### config.mk
export PLATFORM = sky130hd
export DESIGN_NAME = rpg_device_flat
export DESIGN_NICKNAME = d
export VERILOG_FILES = /design/src/include/rpg_pkg.sv /design/src/include/rpg_link_if.sv /design/src/verilog/rpg_device.sv /design/src/flat_wrapper.sv
export VERILOG_INCLUDE_DIRS = /design/src /design/src/include
export SDC_FILE = /design/constraint.sdc
export NUM_CORES = 1
export LEC_CHECK = 0
export BUFFER_PORTS_ARGS = -buffer_cell sky130_fd_sc_hd__buf_4
export CAP_MARGIN = 20
export CORE_ASPECT_RATIO = 1.1
export CORE_UTILIZATION = 30
export CTS_BUF_LIST = sky130_fd_sc_hd__clkbuf_2
export DETAILED_ROUTE_END_ITERATION = 7
export PLACE_DENSITY = 0.48
export SYNTH_ARGS = -nofsm -noshare
export SYNTH_HDL_FRONTEND = slang
export SYNTH_SLANG_ARGS = --single-unit
### constraint.sdc
create_clock -name clk -period 5.45 [get_ports clk]
set_clock_uncertainty 0.05 [all_clocks]
set_input_delay 0.2725 -clock clk [delete_from_list [all_inputs] [get_ports clk]]
set_output_delay 0.2725 -clock clk [all_outputs]
set_load 0.005 [all_outputs]
### src/include/rpg_defs.svh
// Constants shared by both ends of the reset and input-gating link.
`ifndef RPG_DEFS_SVH
`define RPG_DEFS_SVH

`define RPG_CLK_NS          4
`define RPG_RECOV_NS        120
`define RPG_RECOV_CYC       (`RPG_RECOV_NS / `RPG_CLK_NS)
`define RPG_WARM_NS         150
`define RPG_WARM_CYC        ((`RPG_WARM_NS + `RPG_CLK_NS - 1) / `RPG_CLK_NS)
`define RPG_POR_NS          1000000
`define RPG_POR_CYC         ((`RPG_POR_NS + `RPG_CLK_NS - 1) / `RPG_CLK_NS)
`define RPG_ABORT_NS        25000
`define RPG_ABORT_CYC       ((`RPG_ABORT_NS + `RPG_CLK_NS - 1) / `RPG_CLK_NS)
`define RPG_CFG_LOAD_CYC    8
`define RPG_PROG_CYC        64

`define RPG_OFS_PMR_FIRST   8'h00
`define RPG_OFS_PMR_SECOND  8'h01
`define RPG_OFS_MEM_MAP     8'h02
`define RPG_OFS_IO_DIR      8'h03
`define RPG_OFS_STATUS      8'h04

`define RPG_PMR1_CLK_OFF    4
`define RPG_PMR2_ADDR_OFF   0
`define RPG_PMR2_CTL_LSB    2
`define RPG_PMR2_ALE_OFF    5
`define RPG_PMR2_HWBE_OFF   6
`define RPG_MM_SRAM_CODE    7
`define RPG_MM_RESET        8'h12

`define RPG_H_CTRL          32'h0000_0000
`define RPG_H_ACCESS        32'h0000_0004
`define RPG_H_STATUS        32'h0000_0008
`define RPG_H_PINS          32'h0000_000c

`endif

### src/include/rpg_pkg.sv
// Types shared by both ends of the reset and input-gating link.
package rpg_pkg;
  typedef enum logic [1:0] {RPG_TGT_REG, RPG_TGT_MAIN, RPG_TGT_SEC} rpg_target_type;
  typedef enum {RPG_FL_READ, RPG_FL_BUSY, RPG_FL_ABORT} rpg_flash_type;
  typedef enum {RPG_H_IDLE, RPG_H_RST, RPG_H_WAIT, RPG_H_STROBE, RPG_H_ACK} rpg_host_type;
endpackage : rpg_pkg

### src/include/rpg_link_if.sv
// Link between the host controller and the device: reset, strobes, data and array inputs.
`timescale 1ns/1ns
interface rpg_link_if;
  logic       reset_n;
  logic       main_flash_select_n;
  logic       secondary_flash_select_n;
  logic       reg_select_n;
  logic       write_strobe_n;
  logic [7:0] addr;
  logic [7:0] data_h_out;
  logic       data_h_oe;
  logic [7:0] data_d_out;
  logic       data_d_oe;
  logic [2:0] bus_control_inputs;
  logic       ale;
  logic       high_write_byte_enable;
  logic       common_clock_input;
  logic       dev_ready;

  modport device (input reset_n, main_flash_select_n, secondary_flash_select_n, reg_select_n,
                  write_strobe_n, addr, data_h_out, data_h_oe, bus_control_inputs, ale,
                  high_write_byte_enable, common_clock_input,
                  output data_d_out, data_d_oe, dev_ready);
  modport host   (output reset_n, main_flash_select_n, secondary_flash_select_n, reg_select_n,
                  write_strobe_n, addr, data_h_out, data_h_oe, bus_control_inputs, ale,
                  high_write_byte_enable, common_clock_input,
                  input data_d_out, data_d_oe, dev_ready);
endinterface : rpg_link_if

### src/verilog/rpg_device.sv
// Device end: reset sequencing, power mode registers, array input gating, flash abort.
//
// Our own choices: the register offsets and the AHB-Lite slave port.
`timescale 1ns/1ns
`include "rpg_defs.svh"

//------------------------------------------------------------------------------
// Device
//------------------------------------------------------------------------------
module rpg_device
  import rpg_pkg::*;
#(
  parameter int          ABORT_CYC = `RPG_ABORT_CYC,
  parameter int          PROG_CYC  = `RPG_PROG_CYC,
  parameter logic [7:0]  MM_CONFIG = `RPG_MM_RESET
)(
  input  wire logic       clk,
  input  wire logic       srst,
  rpg_link_if.device      link,
  input  wire logic       power_down,
  input  wire logic       write_lockout_voltage,
  output logic            pla_valid,
  output logic            pla_clock,
  output logic [7:0]      pla_addr,
  output logic [2:0]      pla_bus_control,
  output logic            pla_ale,
  output logic            pla_hwbe,
  output logic [7:0]      io_oe,
  output logic            addr_out_oe,
  output logic            flash_busy,
  output logic            flash_read_mode,
  output logic [7:0]      power_mode_reg_first,
  output logic [7:0]      power_mode_reg_second,
  output logic [7:0]      memory_map_register
);

  localparam int RECOV_CYC = `RPG_RECOV_CYC;

  logic          rst_meta_r;
  logic          rst_sync_r;
  logic          in_reset;
  logic          por_pending_r;
  logic [3:0]    cfg_cnt_r;
  logic          pla_valid_r;
  logic [5:0]    recov_cnt_r;
  logic          ready_r;
  logic [7:0]    io_dir_r;
  logic [7:0]    rdata_r;
  logic          rd_oe_r;
  logic          access;
  logic          wr;
  logic          start_flash;
  rpg_flash_type fl_state_r;
  logic [15:0]   fl_cnt_r;

  //------------------------------------------------------------------------------
  // Reset synchroniser and recovery
  //------------------------------------------------------------------------------
  always_ff @(posedge clk)
  begin
    if (srst)
    begin
      rst_meta_r <= 1'b1;
      rst_sync_r <= 1'b1;
    end
    else
    begin
      rst_meta_r <= ~link.reset_n;
      rst_sync_r <= rst_meta_r;
    end
  end

  assign in_reset = rst_sync_r;

  // Counts the recovery interval after the synchronised release.
  always_ff @(posedge clk)
  begin
    if (srst || in_reset)
    begin
      recov_cnt_r <= '0;
      ready_r     <= 1'b0;
    end
    else if (!ready_r)
    begin
      if (recov_cnt_r == 6'(RECOV_CYC - 1))
        ready_r <= 1'b1;
      recov_cnt_r <= recov_cnt_r + 6'd1;
    end
  end

  assign link.dev_ready = ready_r;

  // The first reset after power-up is the power-on reset; it loads configuration.
  always_ff @(posedge clk)
  begin
    if (srst)
    begin
      por_pending_r <= 1'b1;
      cfg_cnt_r     <= '0;
      pla_valid_r   <= 1'b0;
    end
    else if (in_reset && por_pending_r && !pla_valid_r)
    begin
      cfg_cnt_r <= cfg_cnt_r + 4'd1;
      if (cfg_cnt_r == 4'(`RPG_CFG_LOAD_CYC - 1))
        pla_valid_r <= 1'b1;
    end
    else if (!in_reset && pla_valid_r)
      por_pending_r <= 1'b0;
  end

  assign pla_valid = pla_valid_r;

  //------------------------------------------------------------------------------
  // Register access
  //------------------------------------------------------------------------------
  assign access = ready_r && !power_down
                  && !(link.reg_select_n && link.main_flash_select_n
                       && link.secondary_flash_select_n);
  assign wr     = access && !link.write_strobe_n && link.data_h_oe;

  always_ff @(posedge clk)
  begin
    if (srst || (in_reset && por_pending_r))
    begin
      power_mode_reg_first  <= 8'h00;
      power_mode_reg_second <= 8'h00;
    end
    else if (wr && !link.reg_select_n)
    begin
      if (link.addr == `RPG_OFS_PMR_FIRST)
        power_mode_reg_first <= link.data_h_out;
      if (link.addr == `RPG_OFS_PMR_SECOND)
        power_mode_reg_second <= link.data_h_out;
    end
  end

  always_ff @(posedge clk)
  begin
    if (srst || in_reset)
    begin
      memory_map_register <= MM_CONFIG & ~(8'h01 << `RPG_MM_SRAM_CODE);
      io_dir_r            <= 8'h00;
    end
    else if (wr && !link.reg_select_n)
    begin
      if (link.addr == `RPG_OFS_MEM_MAP)
        memory_map_register <= link.data_h_out;
      if (link.addr == `RPG_OFS_IO_DIR)
        io_dir_r <= link.data_h_out;
    end
  end

  always_ff @(posedge clk)
  begin
    if (srst || in_reset)
    begin
      rd_oe_r <= 1'b0;
      rdata_r <= 8'h00;
    end
    else
    begin
      rd_oe_r <= access && link.write_strobe_n && !link.reg_select_n;
      unique case (link.addr)
        `RPG_OFS_PMR_FIRST:  rdata_r <= power_mode_reg_first;
        `RPG_OFS_PMR_SECOND: rdata_r <= power_mode_reg_second;
        `RPG_OFS_MEM_MAP:    rdata_r <= memory_map_register;
        `RPG_OFS_IO_DIR:     rdata_r <= io_dir_r;
        `RPG_OFS_STATUS:     rdata_r <= {5'h00, write_lockout_voltage, flash_read_mode, flash_busy};
        default:             rdata_r <= 8'h00;
      endcase
    end
  end

  assign link.data_d_out = rdata_r;
  assign link.data_d_oe  = rd_oe_r;

  // In power-down the port directions hold; address out stays released.
  assign io_oe       = in_reset ? 8'h00 : io_dir_r;
  assign addr_out_oe = 1'b0;

  //------------------------------------------------------------------------------
  // Array input gating
  //------------------------------------------------------------------------------
  assign pla_clock       = link.common_clock_input
                           & ~power_mode_reg_first[`RPG_PMR1_CLK_OFF];
  assign pla_addr        = power_mode_reg_second[`RPG_PMR2_ADDR_OFF]
                           ? 8'h00 : link.addr;
  assign pla_bus_control = link.bus_control_inputs
                           & ~power_mode_reg_second[`RPG_PMR2_CTL_LSB +: 3];
  assign pla_ale         = link.ale & ~power_mode_reg_second[`RPG_PMR2_ALE_OFF];
  assign pla_hwbe        = link.high_write_byte_enable
                           & ~power_mode_reg_second[`RPG_PMR2_HWBE_OFF];

  //------------------------------------------------------------------------------
  // Flash state machine
  //------------------------------------------------------------------------------
  assign start_flash = wr && (!link.main_flash_select_n || !link.secondary_flash_select_n)
                       && !write_lockout_voltage;

  always_ff @(posedge clk)
  begin
    if (srst)
    begin
      fl_state_r <= RPG_FL_READ;
      fl_cnt_r   <= '0;
    end
    else
    begin
      unique case (fl_state_r)
        RPG_FL_READ:
          if (start_flash && !in_reset)
          begin
            fl_state_r <= RPG_FL_BUSY;
            fl_cnt_r   <= '0;
          end
        RPG_FL_BUSY:
          if (in_reset)
          begin
            fl_state_r <= RPG_FL_ABORT;
            fl_cnt_r   <= '0;
          end
          else if (fl_cnt_r == 16'(PROG_CYC - 1))
            fl_state_r <= RPG_FL_READ;
          else
            fl_cnt_r <= fl_cnt_r + 16'd1;
        RPG_FL_ABORT:
          if (fl_cnt_r == 16'(ABORT_CYC - 1))
            fl_state_r <= RPG_FL_READ;
          else
            fl_cnt_r <= fl_cnt_r + 16'd1;
      endcase
    end
  end

  assign flash_busy      = fl_state_r != RPG_FL_READ;
  assign flash_read_mode = fl_state_r == RPG_FL_READ;

endmodule : rpg_device

### src/flat_wrapper.sv
// flat-port wrapper written by rule: the top's interface ports become plain ports
module rpg_device_flat import rpg_pkg::*;
#(
  parameter int          ABORT_CYC = `RPG_ABORT_CYC,
  parameter int          PROG_CYC  = `RPG_PROG_CYC,
  parameter logic [7:0]  MM_CONFIG = `RPG_MM_RESET
)
  (clk, srst, power_down, write_lockout_voltage, pla_valid, pla_clock, pla_addr, pla_bus_control, pla_ale, pla_hwbe, io_oe, addr_out_oe, flash_busy, flash_read_mode, power_mode_reg_first, power_mode_reg_second, memory_map_register, link_reset_n, link_main_flash_select_n, link_secondary_flash_select_n, link_reg_select_n, link_write_strobe_n, link_addr, link_data_h_out, link_data_h_oe, link_bus_control_inputs, link_ale, link_high_write_byte_enable, link_common_clock_input, link_data_d_out, link_data_d_oe, link_dev_ready);
  rpg_link_if link_i ();
  input  wire logic clk;
  input  wire logic srst;
  input  wire logic power_down;
  input  wire logic write_lockout_voltage;
  output logic pla_valid;
  output logic pla_clock;
  output logic [7:0] pla_addr;
  output logic [2:0] pla_bus_control;
  output logic pla_ale;
  output logic pla_hwbe;
  output logic [7:0] io_oe;
  output logic addr_out_oe;
  output logic flash_busy;
  output logic flash_read_mode;
  output logic [7:0] power_mode_reg_first;
  output logic [7:0] power_mode_reg_second;
  output logic [7:0] memory_map_register;
  input wire logic [$bits(link_i.reset_n)-1:0] link_reset_n;
  input wire logic [$bits(link_i.main_flash_select_n)-1:0] link_main_flash_select_n;
  input wire logic [$bits(link_i.secondary_flash_select_n)-1:0] link_secondary_flash_select_n;
  input wire logic [$bits(link_i.reg_select_n)-1:0] link_reg_select_n;
  input wire logic [$bits(link_i.write_strobe_n)-1:0] link_write_strobe_n;
  input wire logic [$bits(link_i.addr)-1:0] link_addr;
  input wire logic [$bits(link_i.data_h_out)-1:0] link_data_h_out;
  input wire logic [$bits(link_i.data_h_oe)-1:0] link_data_h_oe;
  input wire logic [$bits(link_i.bus_control_inputs)-1:0] link_bus_control_inputs;
  input wire logic [$bits(link_i.ale)-1:0] link_ale;
  input wire logic [$bits(link_i.high_write_byte_enable)-1:0] link_high_write_byte_enable;
  input wire logic [$bits(link_i.common_clock_input)-1:0] link_common_clock_input;
  output wire logic [$bits(link_i.data_d_out)-1:0] link_data_d_out;
  output wire logic [$bits(link_i.data_d_oe)-1:0] link_data_d_oe;
  output wire logic [$bits(link_i.dev_ready)-1:0] link_dev_ready;
  assign link_i.reset_n = link_reset_n;
  assign link_i.main_flash_select_n = link_main_flash_select_n;
  assign link_i.secondary_flash_select_n = link_secondary_flash_select_n;
  assign link_i.reg_select_n = link_reg_select_n;
  assign link_i.write_strobe_n = link_write_strobe_n;
  assign link_i.addr = link_addr;
  assign link_i.data_h_out = link_data_h_out;
  assign link_i.data_h_oe = link_data_h_oe;
  assign link_i.bus_control_inputs = link_bus_control_inputs;
  assign link_i.ale = link_ale;
  assign link_i.high_write_byte_enable = link_high_write_byte_enable;
  assign link_i.common_clock_input = link_common_clock_input;
  assign link_data_d_out = link_i.data_d_out;
  assign link_data_d_oe = link_i.data_d_oe;
  assign link_dev_ready = link_i.dev_ready;
  rpg_device #(.ABORT_CYC(ABORT_CYC), .PROG_CYC(PROG_CYC), .MM_CONFIG(MM_CONFIG)) u_core (.clk(clk), .srst(srst), .link(link_i), .power_down(power_down), .write_lockout_voltage(write_lockout_voltage), .pla_valid(pla_valid), .pla_clock(pla_clock), .pla_addr(pla_addr), .pla_bus_control(pla_bus_control), .pla_ale(pla_ale), .pla_hwbe(pla_hwbe), .io_oe(io_oe), .addr_out_oe(addr_out_oe), .flash_busy(flash_busy), .flash_read_mode(flash_read_mode), .power_mode_reg_first(power_mode_reg_first), .power_mode_reg_second(power_mode_reg_second), .memory_map_register(memory_map_register));
endmodule
# == After elaboration in Yosys (flattened, before gate mapping) ==
# Index checks and enable logic that the tools add are counted.
# classes
eq_ne,15
mux,15
n_addsub,3
reduce_logical,39
bitwise_logic,10
# ops
cell,count
two-way mux 32 bit,4
one-hot mux 32 bit (3 select lines),1
logical NOT 32 bit,2
two-way mux 16 bit,4
one-hot mux 16 bit (3 select lines),1
one-hot mux 8 bit (5 select lines),1
"equality test 32 x 1 -> 1 bit, second input constant",1
"equality test 32 x 2 -> 1 bit, second input constant",1
nonzero test 32 bit,1
"adder 16 x 1 -> 16 bit, second input constant",1
"equality test 16 x 13 -> 1 bit, second input constant",1
"equality test 16 x 6 -> 1 bit, second input constant",1
"equality test 8 x 2 -> 1 bit, second input constant",2
two-way mux 8 bit,2
logical AND 1 bit,15
AND reduction 2 bit,6
logical NOT 1 bit,9
"equality test 8 x 1 -> 1 bit, second input constant",1
"equality test 8 x 3 -> 1 bit, second input constant",1
logical NOT 8 bit,1
"adder 6 x 1 -> 6 bit, second input constant",1
"equality test 6 x 5 -> 1 bit, second input constant",1
AND reduction 3 bit,2
inverter 1 bit,5
other kinds (11),17
# totals
regBits,104
input_bits,32
output_inout_bits,60
wordCells,97

# == Logic depth before layout (Yosys ltp) ==
# Gate-level depths: netlist (run 1).
# depth
word_depth,11
depth_mapped,8
ltp_nobuf,7

# == Least setup slack after synthesis (run 1) ==
# No wires, ideal clock.
# synth_path
path_kind,register -> register
from,register u_core.fl_cnt_r[0]
to,register u_core.fl_cnt_r[12]
n_path_buf,2
stages_incl_launch_ff,9
setup_slack_ps,3387
required_time_ps,5265
period_less_slack_ps,2063
arrival_time_ps,1878
setup_ps,135
path_cell_list,dfxtp_1 -> ha_1 -> and3_1 -> clkbuf_1 -> and4_1 -> o21a_1 -> buf_2 -> o311ai_0 -> o41ai_1
# synth_via
elab_chain_len,4
word_cells_on_any_way,10
classes_between,1 x add/sub; 4 x eq/ne; 4 x mux; 1 x reduce/logical
# synth_rtl
item,line,source
from (decl),rpg_device.sv:54,logic [15:0] fl_cnt_r;
from (signal assigned),rpg_device.sv:226,fl_cnt_r <= fl_cnt_r + 16'd1;
from (signal assigned),rpg_device.sv:231,fl_cnt_r <= fl_cnt_r + 16'd1;
adder 16 x 1 -> 16 bit,"rpg_device.sv:226, rpg_device.sv:231",
two-way mux 16 bit,rpg_device.sv:223,else if (fl_cnt_r == 16'(PROG_CYC - 1))
two-way mux 16 bit,rpg_device.sv:218,if (in_reset)
one-hot mux 16 bit (3 select lines),rpg_device.sv:210,unique case (fl_state_r)
# Parallel ways exist; a longest one is shown, timed or not. The select of a mux whose other input is x is not followed.
# A chain may end at the register's enable or synchronous reset.

# == Final worst setup path (run 1) ==
# layout_path
from,"register u_core.rst_sync_r, in the netlist u_core.in_reset"
to,register u_core.fl_cnt_r[15]
# layout_via
elab_chain_len,4
word_cells_on_any_way,7
classes_between,2 x eq/ne; 2 x mux; 3 x reduce/logical
# layout_rtl
item,line,source
from (decl),rpg_device.sv:40,logic rst_sync_r;
from (signal assigned),rpg_device.sv:69,rst_sync_r <= rst_meta_r;
logical NOT 1 bit,rpg_device.sv:212,if (start_flash && !in_reset)
logical AND 1 bit,rpg_device.sv:212,
inequality test 2 x 1 -> 1 bit (no source line),n/a,
AND reduction 3 bit (no source line),n/a,
# Parallel ways exist; a longest one is shown, timed or not.

==> metrics, run 1 <==
Netlist cell types 49; top post-synthesis cells by area dfxtp_1 41%, mux2i_1 9.2%, nor2_1 5.7%; multiplexer share of the synthesized area 10.2%; top_reg_cell synth dfxtp_1; final critical-path share of the clock period 44.3%; critical path capture point type register; CP Launch Type register; Vert. Die Dim 117 µm; row count between 40 and 50; Critical Path Start u_core.in_reset$_SDFF_PP1_; Post-synth top cells 74 x dfxtp_1, 54 x nor2_1, 38 x nand2_1, 33 x mux2i_1, 25 x nor2b_1; CP Depth 5; critical path endpoint u_core.fl_cnt_r[15]$_SDFFE_PP0P_; final non-filler cell total 663; nets 548; CTS tree done; First-pass DRT Iterations 4; compound-cell area share of the yosys netlist ~14%; IO Port Bufs 90; share of cells above drive strength 1 about a quarter; Synthesized Nets 452; CTS Root Cell clkbuf_2; headroom to the max-slew limit 39.9%; Power Total 1.00 mW; Post-synth EDFFs 0; maximum clock path buffer count 2; RR Endpoint u_core.fl_cnt_r[15]$_SDFFE_PP0P_; Largest delay share family, worst path compound AO/OA/AOI/OAI gates; R2R Setup Slk 3.04 ns; hold slack final 0.0618 ns; r2r startpoint u_core.in_reset$_SDFF_PP1_; final core occ 40.2%; worst hold start link_addr[3]; post-synth top area cell dfxtp_1; Post-DP HPWL 7440 µm; overall routing resource usage between 10% and 20%; fmax 0.415 GHz; measured slew at the worst slew-check pin 0.894 ns; Setup Buffers After CTS 0; Final Hold Fails 0; Die Width 106 µm; R2R cell count 5; critical path class register to register; Synth Area in Adders 2.79%; Synth Instances about 410; ys async rst share 0%; pwr dens 217 mW/mm²; Area Growth Syn to Fin 29.5%; CP Cell Sequence a211o_1, o31a_1, nor2_1, nand2_1, o41ai_1; final setup TNS 0 ns; Final Critical Period roughly 2.4 ns; clk slew on worst S/H paths between 0.2 and 0.25 ns; # fillers 1183; yosys synthesis warning count 0; critical path required time 5.83 ns; type of the worst min-delay path input port to register; most numerous cell in the Yosys netlist dfxtp_1; post-synth top area share 41.3%; H-tree levels 3; # diodes 0; Antenna Nets Post-Route 0; Post-Synth XOR/XNOR Area 1.71%; final WL around 10000 µm; VDD IR-drop max 106 µV; largest family of logic cells by synthesized area simple AND/OR/NAND/NOR gates; I/O pins roughly 90; vias in the first global route a little over 3k; first-pass GRT wire length 15900 µm; crit path max-delay cell type dfxtp_1; unrepaired setup endpoints after global routing false; Avg Cell Area, Syn 8.70 µm²; total number of vias 3313; synthesized area about 0.0036 mm²; initial antenna violation count 0; starting density of the core 31.0%; DRT iter0 DRCs between 100 and 150; clk sink count 74; status complete, no violations; GRT Residual Overflow 0; Placed Cells 635; simple-gate portion of the synthesized area between 20% and 30%; Final setup viols 0; residual DRC count 0; routed length per placed instance 15.5 µm; Die ar. 0.0124 mm²; Worst EP arrival 2.80 ns; Buf/Inv on CP 0; largest net degree at the start of global routing 28; CTS Buf Count 9; final RePlAce weighted congestion between 0.7 and 0.8; max cap viols 0; Max stage delay on crit path ~0.52 ns; max-slew violation count 0; via/cell ratio 5.00; Seq/Total Area, Yosys 41.3%; worst skew pair latency 0.53 ns; core area 0.0115 mm²; post-synthesis sequential element count 74; Pleak 1.92 nW; crit path max fanout 16
logic make-up (layout without fill, tap and decap cells):
group           Yosys count  after routing
compound gates           78             78
xor+xnor                  7              7
fa+ha+maj                 8              8
buf+inv                  28            129
flops                    74             74
mux                      35             35
other cells               1              1
simple gates            181            181
per-layer routing:
metal  GRT usage, %  wire length (µm)  vias up
met4           6.76               197        0
met3           3.85               555       18
met5              0                 0        -
met2           29.0              4950       91
li1               -                 -     1668
met1           19.9              4550     1536
layout by cell type (no fill, tap or decap), types with 4 or more instances in the layout:
master	netlist	routed
a21oi_1	22	22
a22oi_1	4	4
a31oi_1	4	4
and3_1	4	4
buf_4	2	93
clkbuf_2	0	9
dfxtp_1	74	74
dlygate4sd3_1	0	12
ha_1	8	8
inv_1	8	8
mux2i_1	33	33
nand2_1	38	38
nand3_1	18	18
nand4_1	4	4
nand4b_1	6	6
nor2_1	54	54
nor2b_1	25	25
nor3_1	8	8
o21ai_0	21	21
o311ai_0	4	4
o41ai_1	6	6
xor2_1	4	4
worst min-delay path by stage:
| stage | end | cells past startpoint |
|---|---|---|
| 2_1_floorplan | u_core.rst_meta_r$_SDFF_PP1_ | 1 |
| 3_5_place_dp | u_core.in_reset$_SDFF_PP1_ | 1 |
| 6_report | u_core.io_dir_r[5]$_SDFFE_PP0P_ | 4 |
| 3_3_place_gp | u_core.in_reset$_SDFF_PP1_ | 1 |
| 4_1_cts | u_core.fl_cnt_r[3]$_SDFFE_PP0P_ | 2 |
| 5_1_grt | u_core.fl_cnt_r[9]$_SDFFE_PP0P_ | 2 |
sequential cells by signal (all words and copies together), names as in the netlist, 2 cells and up:
register / count
u_core.io_dir_r: 8
u_core.link.data_d_out: 8
u_core.fl_cnt_r: 16
u_core.power_mode_reg_second: 8
u_core.cfg_cnt_r: 4
u_core.recov_cnt_r: 6
u_core.memory_map_register: 8
u_core.fl_state_r: 2
u_core.power_mode_reg_first: 8
final cells by class:
cell class	count	area, µm²	area share (%)
Clock buffer	9	45.0	0.971
Clock inverter	7	91.3	1.97
Inverter	8	30.0	0.647
Multi-Input combinational cell	310	1990	42.8
Sequential cell	74	1480	31.9
Tap cell	150	188	4.05
Timing Repair Buffer	105	818	17.6
metrics by stage:
stage / area (µm²) / worst slack, ns
after global routing: 4640 / 2.82
after floorplan: 3580 / 3.39
final: 4640 / 3.04
after CTS: 4640 / 3.08
after detailed placement: 4380 / 2.93
after global placement: 4380 / 2.98
repair_timing:
item,CTS,global route
endpoints found under the setup margin,0,0
hold buffers,12,0
resized for setup,0,0
endpoints found under the hold margin,35,0
worst min-delay path, delay by kind of cell:
| kind | cells | cell delay (ns) |
|---|---|---|
| and+or+nand+nor | 2 | 0.18 |
| AOI/OAI and AO/OA | 1 | 0.05 |
| buffers and inverters | 1 | 0.11 |
report_power, final:
part	switching (mW)	leakage (nW)	internal [mW]
Clock	0.201	0.0837	0.151
Combinational	0.0531	1.24	0.0479
Sequential	0.00480	0.597	0.547
(Power assumes the default switching activity.)
==> inputs of run 2 (changes only) <==
Settings changed: PLACE_DENSITY 0.48 to 0.5.
Clock period 5.45 ns to 2.21 ns, I/O delays scaled along.
==> metrics, run 2 (synthesis results as in run 1) <==
critical path endpoint u_core.fl_state_r[0]$_SDFFE_PP0P_; Pleak 2.04 nW (+6.5%); GRT Residual Overflow 0 (unchanged); First-pass DRT Iterations 5 (+1); initial antenna violation count 0 (unchanged); routed length per placed instance 14.9 µm (-3.5%); share of cells above drive strength 1 27.2% (+3.8 points); I/O pins 92 (unchanged); final RePlAce weighted congestion 0.842 (+5.8%); total number of vias 3422 (+3.3%); Antenna Nets Post-Route 0 (unchanged); first-pass GRT wire length 16300 µm (+2.8%); Area Growth Syn to Fin 35.7%; Min-Delay Path Depth 3 (-1); residual DRC count 0 (unchanged); overall routing resource usage 17.0% (+0.33 points); headroom to the max-slew limit 50.4% (+11 points); Worst EP arrival 2.50 ns (-0.30 ns); final critical-path share of the clock period 96.6% (+52 points); starting density of the core 31.0% (unchanged); Placed Cells 657 (+3.5%); pre-CTS setup slack 0.0979 ns (-2.84 ns); Sw Pwr 631 µW (+140%); critical path required time 2.58 ns (-3.25 ns); VDD IR-drop max 294 µV (+180%); most flop-heavy register u_core.fl_cnt_r; commonest non-fill, non-tap cell in the layout buf_4; final non-filler cell total 687 (+3.6%); Final setup viols 0 (unchanged); clk slew on worst S/H paths 0.20 ns (about the same); status complete, no violations; via/cell ratio 4.98 (-0.32%); final WL 10300 µm (about the same); critical path capture point type register; Final Hold Fails 0 (unchanged); Flop pwr share 54.7% (-0.2 points); CP Launch Type register; Comb pwr share 11.2% (+1.1 points); Vert. Die Dim 117 µm (unchanged); largest net degree at the start of global routing 28 (unchanged); pwr dens 511 mW/mm² (+140%); r2r startpoint u_core.fl_cnt_r[9]$_SDFFE_PP0P_; Post-DP HPWL 7600 µm (+2.1%); H-tree levels 3 (unchanged); Clk pwr share 34.1% (-0.9 points); row count 41 (unchanged); Internal 1.85 mW (+150%); worst skew pair latency 0.51 ns (-0.02 ns); max-slew violation count 0 (unchanged); core area 0.0115 mm² (unchanged); vias in the first global route 3339 (+9.9%); CTS Root Cell clkbuf_2; nets 573 (+4.6%); critical path class register to register; R2R cell count 5 (unchanged); fmax 0.469 GHz (+13%); RR Endpoint u_core.fl_state_r[0]$_SDFFE_PP0P_; max FFs per register 16 (unchanged); Die ar. 0.0124 mm² (unchanged); most frequent cells in the layout 114 x buf_4, 72 x dfxtp_1, 54 x nor2_1; Final Critical Period 2.13 ns (-0.279 ns); CTS tree done; Setup Buffers After CTS 0 (unchanged); max cap viols 0 (unchanged); Critical Path Start u_core.fl_cnt_r[9]$_SDFFE_PP0P_; R2R Setup Slk 0.08 ns (-2.96 ns); switch share 25.4% (-0.32 points); DRT iter0 DRCs 133 (-7.0%); Die Width 106 µm (unchanged); measured slew at the worst slew-check pin 0.742 ns (-0.152 ns); final setup margin 0.0762 ns (-2.96 ns); unrepaired setup endpoints after global routing true; IO Port Bufs 90 (unchanged); clk sink count 74 (unchanged); type of the worst min-delay path input port to register; CTS Buf Count 9 (unchanged); crit path max fanout 4 (-12); # diodes 0 (unchanged); maximum clock path buffer count 2 (unchanged)
==> run 2: worst min-delay path by stage <==
stage / from / end / slack, ns
after floorplan: link_reset_n / u_core.rst_meta_r$_SDFF_PP1_ / 0.12
after global placement: link_reset_n / u_core.rst_meta_r$_SDFF_PP1_ / 0.23
after detailed placement: link_reset_n / u_core.rst_meta_r$_SDFF_PP1_ / 0.23
after CTS: link_addr[1] / u_core.link.data_d_out[6]$_SDFF_PP0_ / 0.02
after global routing: link_addr[1] / u_core.link.data_d_out[6]$_SDFF_PP0_ / 0.06
final: link_addr[1] / u_core.link.data_d_out[6]$_SDFF_PP0_ / 0.08
==> run 2: metal layers <==
layer  share of wire [%]  GRT usage [%]  vias up  wire length [µm]
li1                    -              -     1707                 -
met1                  44           19.9     1610              4470
met2                  49           30.6       92              5070
met3                 5.0           3.18       13               511
met4                 1.9           6.85        0               198
met5                   0              0        -                 0
==> run 2: final cells by class <==
class	instances	area, µm²
clock buffers	9	45.0
well taps	150	188
multi-input cells	310	2010
fillers	1167	6680
inverters	8	30.0
flip-flops and latches	74	1480
repair buffers	130	1030
clock inverters	6	82.6
==> run 2: critical path, cell delays in order, from the launching register on <==
cell      delay [ns]
dfxtp_2         0.36
or4_4           0.54
nor4_4          0.25
nand4_2         0.16
a221oi_4        0.37
mux2_4          0.32
==> run 2: repair_timing <==
action	in CTS	in global routing
setup endpoints to repair	0	9
hold buffers	15	0
hold endpoints to repair	56	0
resized for setup	0	6
==> run 2: stage by stage <==
step	cell area [µm²]	hold WS, ns	total power, mW	utilization [%]	TNS [ns]
2_1_floorplan	3580	0.122	1.50	-	0
3_3_place_gp	4560	0.228	1.63	39.5	0
3_5_place_dp	4560	0.226	1.64	39.5	0
4_1_cts	4840	0.0155	2.52	41.9	0
5_1_grt	4860	0.0628	2.60	42.1	-0.00905
6_report	4860	0.0829	2.48	42.1	0
==> run 2: power by group through the flow <==
| stage | clock network, mW | logic, mW | registers, mW |
|---|---|---|---|
| floorplan | 0 | 0.118 | 1.38 |
| finish | 0.846 | 0.278 | 1.36 |
| global placement | 0 | 0.251 | 1.38 |
| CTS | 0.883 | 0.273 | 1.36 |
| detailed placement | 0 | 0.253 | 1.39 |
| global route | 0.929 | 0.304 | 1.36 |
==> inputs of run 3 (changes only) <==
Clock period 2.21 ns to 1.7 ns, I/O delays scaled along.
==> metrics, run 3 (synthesis results as in run 1) <==
first-pass GRT wire length 17900 µm (+9.4%); Worst EP arrival 2.52 ns (+0.02 ns); Area Growth Syn to Fin 55.0%; Die ar. 0.0124 mm² (unchanged); pwr dens 613 mW/mm² (+20%); Post-DP HPWL 8320 µm (+9.4%); critical path required time 2.17 ns (-0.41 ns); Final setup viols 18 (+18); Final Critical Period 2.05 ns (-0.0831 ns); Placed Cells 704 (+7.2%); failing checks setup timing; GRT Residual Overflow 0 (unchanged); vias in the first global route 3508 (+5.1%); fmax 0.488 GHz (+4.1%); CTS Buf Count 9 (unchanged); via/cell ratio 4.91 (-1.3%); Pleak 2.38 nW (+16%); placed cell areas 0.00496 mm² (+8.8%); R2R cell count 8 (+3); CP Launch Type register; routed length per placed instance 15.1 µm (+1.3%); DRT iter0 DRCs 139 (+4.5%); routing usage on met2 32.3% (+1.7 points); starting density of the core 31.0% (unchanged); share of cells above drive strength 1 38.9% (+12 points); H-tree levels 3 (unchanged); Final Hold Fails 0 (unchanged); crit path max fanout 4 (unchanged); IO Port Bufs 90 (unchanged); final WL 11300 µm (+10%); GR Util met3 4.85% (+1.7 points); max FFs per register 16 (unchanged); maximum clock path buffer count 2 (unchanged); R2R Setup Slk -0.35 ns (-0.43 ns); pre-CTS setup slack -0.290 ns (-0.388 ns); I/O pins 92 (unchanged); clk slew on worst S/H paths 0.23 ns (+0.03 ns); Die Width 106 µm (unchanged); # diodes 0 (unchanged); Min-Delay Path Depth 3 (unchanged); residual DRC count 0 (unchanged); nets 632 (+10%); measured slew at the worst slew-check pin 0.603 ns (-0.139 ns); final non-filler cell total 747 (+8.7%); Power Total 3.40 mW (+37%); VDD IR-drop max 299 µV (+1.9%); CTS Root Cell clkbuf_2; largest net degree at the start of global routing 22 (-21%); max cap viols 0 (unchanged); unrepaired setup endpoints after global routing true; post-layout instance area 0.00555 mm² (+14%); type of the worst min-delay path input port to register; final setup margin -0.351 ns (-0.427 ns); hold slack final 0.107 ns (+0.0242 ns); commonest non-fill, non-tap cell in the layout buf_4; final critical-path share of the clock period 121% (+24 points); met1 usage 22.7% (+2.8 points); First-pass DRT Iterations 4 (-1); row count 41 (unchanged); headroom to the max-slew limit 59.5% (+9.1 points); gr busiest metal met2; final RePlAce weighted congestion 0.808 (-4.1%); most frequent cells in the layout 154 x buf_4, 68 x dfxtp_1, 52 x nor2_1; status complete, but fails checks; max-slew violation count 0 (unchanged); Antenna Nets Post-Route 0 (unchanged); core area 0.0115 mm² (unchanged); clk sink count 74 (unchanged); worst skew pair latency 0.58 ns (+0.07 ns); RR Endpoint u_core.fl_cnt_r[1]$_SDFFE_PP0P_; total number of vias 3671 (+7.3%); most flop-heavy register u_core.fl_cnt_r; CTS tree done; overall routing resource usage 18.8% (+1.8 points); initial antenna violation count 0 (unchanged); Vert. Die Dim 117 µm (unchanged); critical path capture point type register; r2r startpoint u_core.fl_state_r[1]$_SDFFE_PP0P_; critical path class register to register; worst hold start link_addr[0]; Hold EP u_core.link.data_d_out[6]$_SDFF_PP0_
==> run 3: cell types whose count changed in the layout (fill, tap and decap cells not counted), sizes merged <==
cell         change
buf             +54
clkinvlp         +1
dlygate4sd3      +5
==> run 3: worst max path at each step <==
stage	start	end	slack (ns)	cells past startpoint
6_report	u_core.fl_state_r[1]$_SDFFE_PP0P_	u_core.fl_cnt_r[1]$_SDFFE_PP0P_	-0.35	8
3_3_place_gp	u_core.fl_cnt_r[9]$_SDFFE_PP0P_	u_core.fl_state_r[0]$_SDFFE_PP0P_	-0.27	5
5_1_grt	u_core.fl_cnt_r[9]$_SDFFE_PP0P_	u_core.fl_state_r[0]$_SDFFE_PP0P_	-0.44	5
2_1_floorplan	u_core.fl_cnt_r[9]$_SDFFE_PP0P_	u_core.fl_state_r[0]$_SDFFE_PP0P_	-0.29	5
4_1_cts	u_core.fl_cnt_r[9]$_SDFFE_PP0P_	u_core.fl_state_r[0]$_SDFFE_PP0P_	-0.33	5
3_5_place_dp	u_core.fl_cnt_r[9]$_SDFFE_PP0P_	u_core.fl_state_r[0]$_SDFFE_PP0P_	-0.29	5
==> run 3: critical path, cell delays in order, from the launching register on <==
cell and delay, ns:
dfxtp_2 0.38, inv_2 0.04, ha_1 0.18, nor2b_2 0.20, and4_1 0.18, o21a_1 0.20
buf_6 0.13, or4_1 0.50, a21oi_1 0.13
==> run 3: area by class of cell <==
class,count,area [µm²]
multi-input cells,310,2150
repair buffers,189,1550
inverters,8,32.5
well taps,150,188
clock buffers,9,45.0
clock inverters,7,93.8
flip-flops and latches,74,1490
fillers,1124,5990
==> run 3: per-layer routing <==
layer,vias up,part of all wire (%)
met5,-,0
met2,93,50
li1,1833,-
met3,12,5.5
met1,1733,43
met4,0,1.3
==> run 3: where the power goes <==
group          internal [mW]  total [mW]  leakage (nW)  switching (mW)
sequential              1.75        1.77         0.599          0.0109
clock                  0.484        1.17        0.0795           0.687
combinational          0.250       0.468          1.70           0.219
==> run 3: metrics by stage <==
step,TNS (ns),util (%)
2_1_floorplan,-1.64,-
3_3_place_gp,-4.63,43.0
3_5_place_dp,-5.31,43.0
4_1_cts,-3.75,47.5
5_1_grt,-5.35,48.1
6_report,-3.83,48.1
==> run 3: what timing repair did <==
action                     4_1_cts  5_1_grt
setup endpoints to repair       23       61
hold endpoints to repair        63        0
setup buffers                    6        1
gates cloned                     0        0
pin swaps                        7        5
hold buffers                    20        0
gates resized for setup         35       16
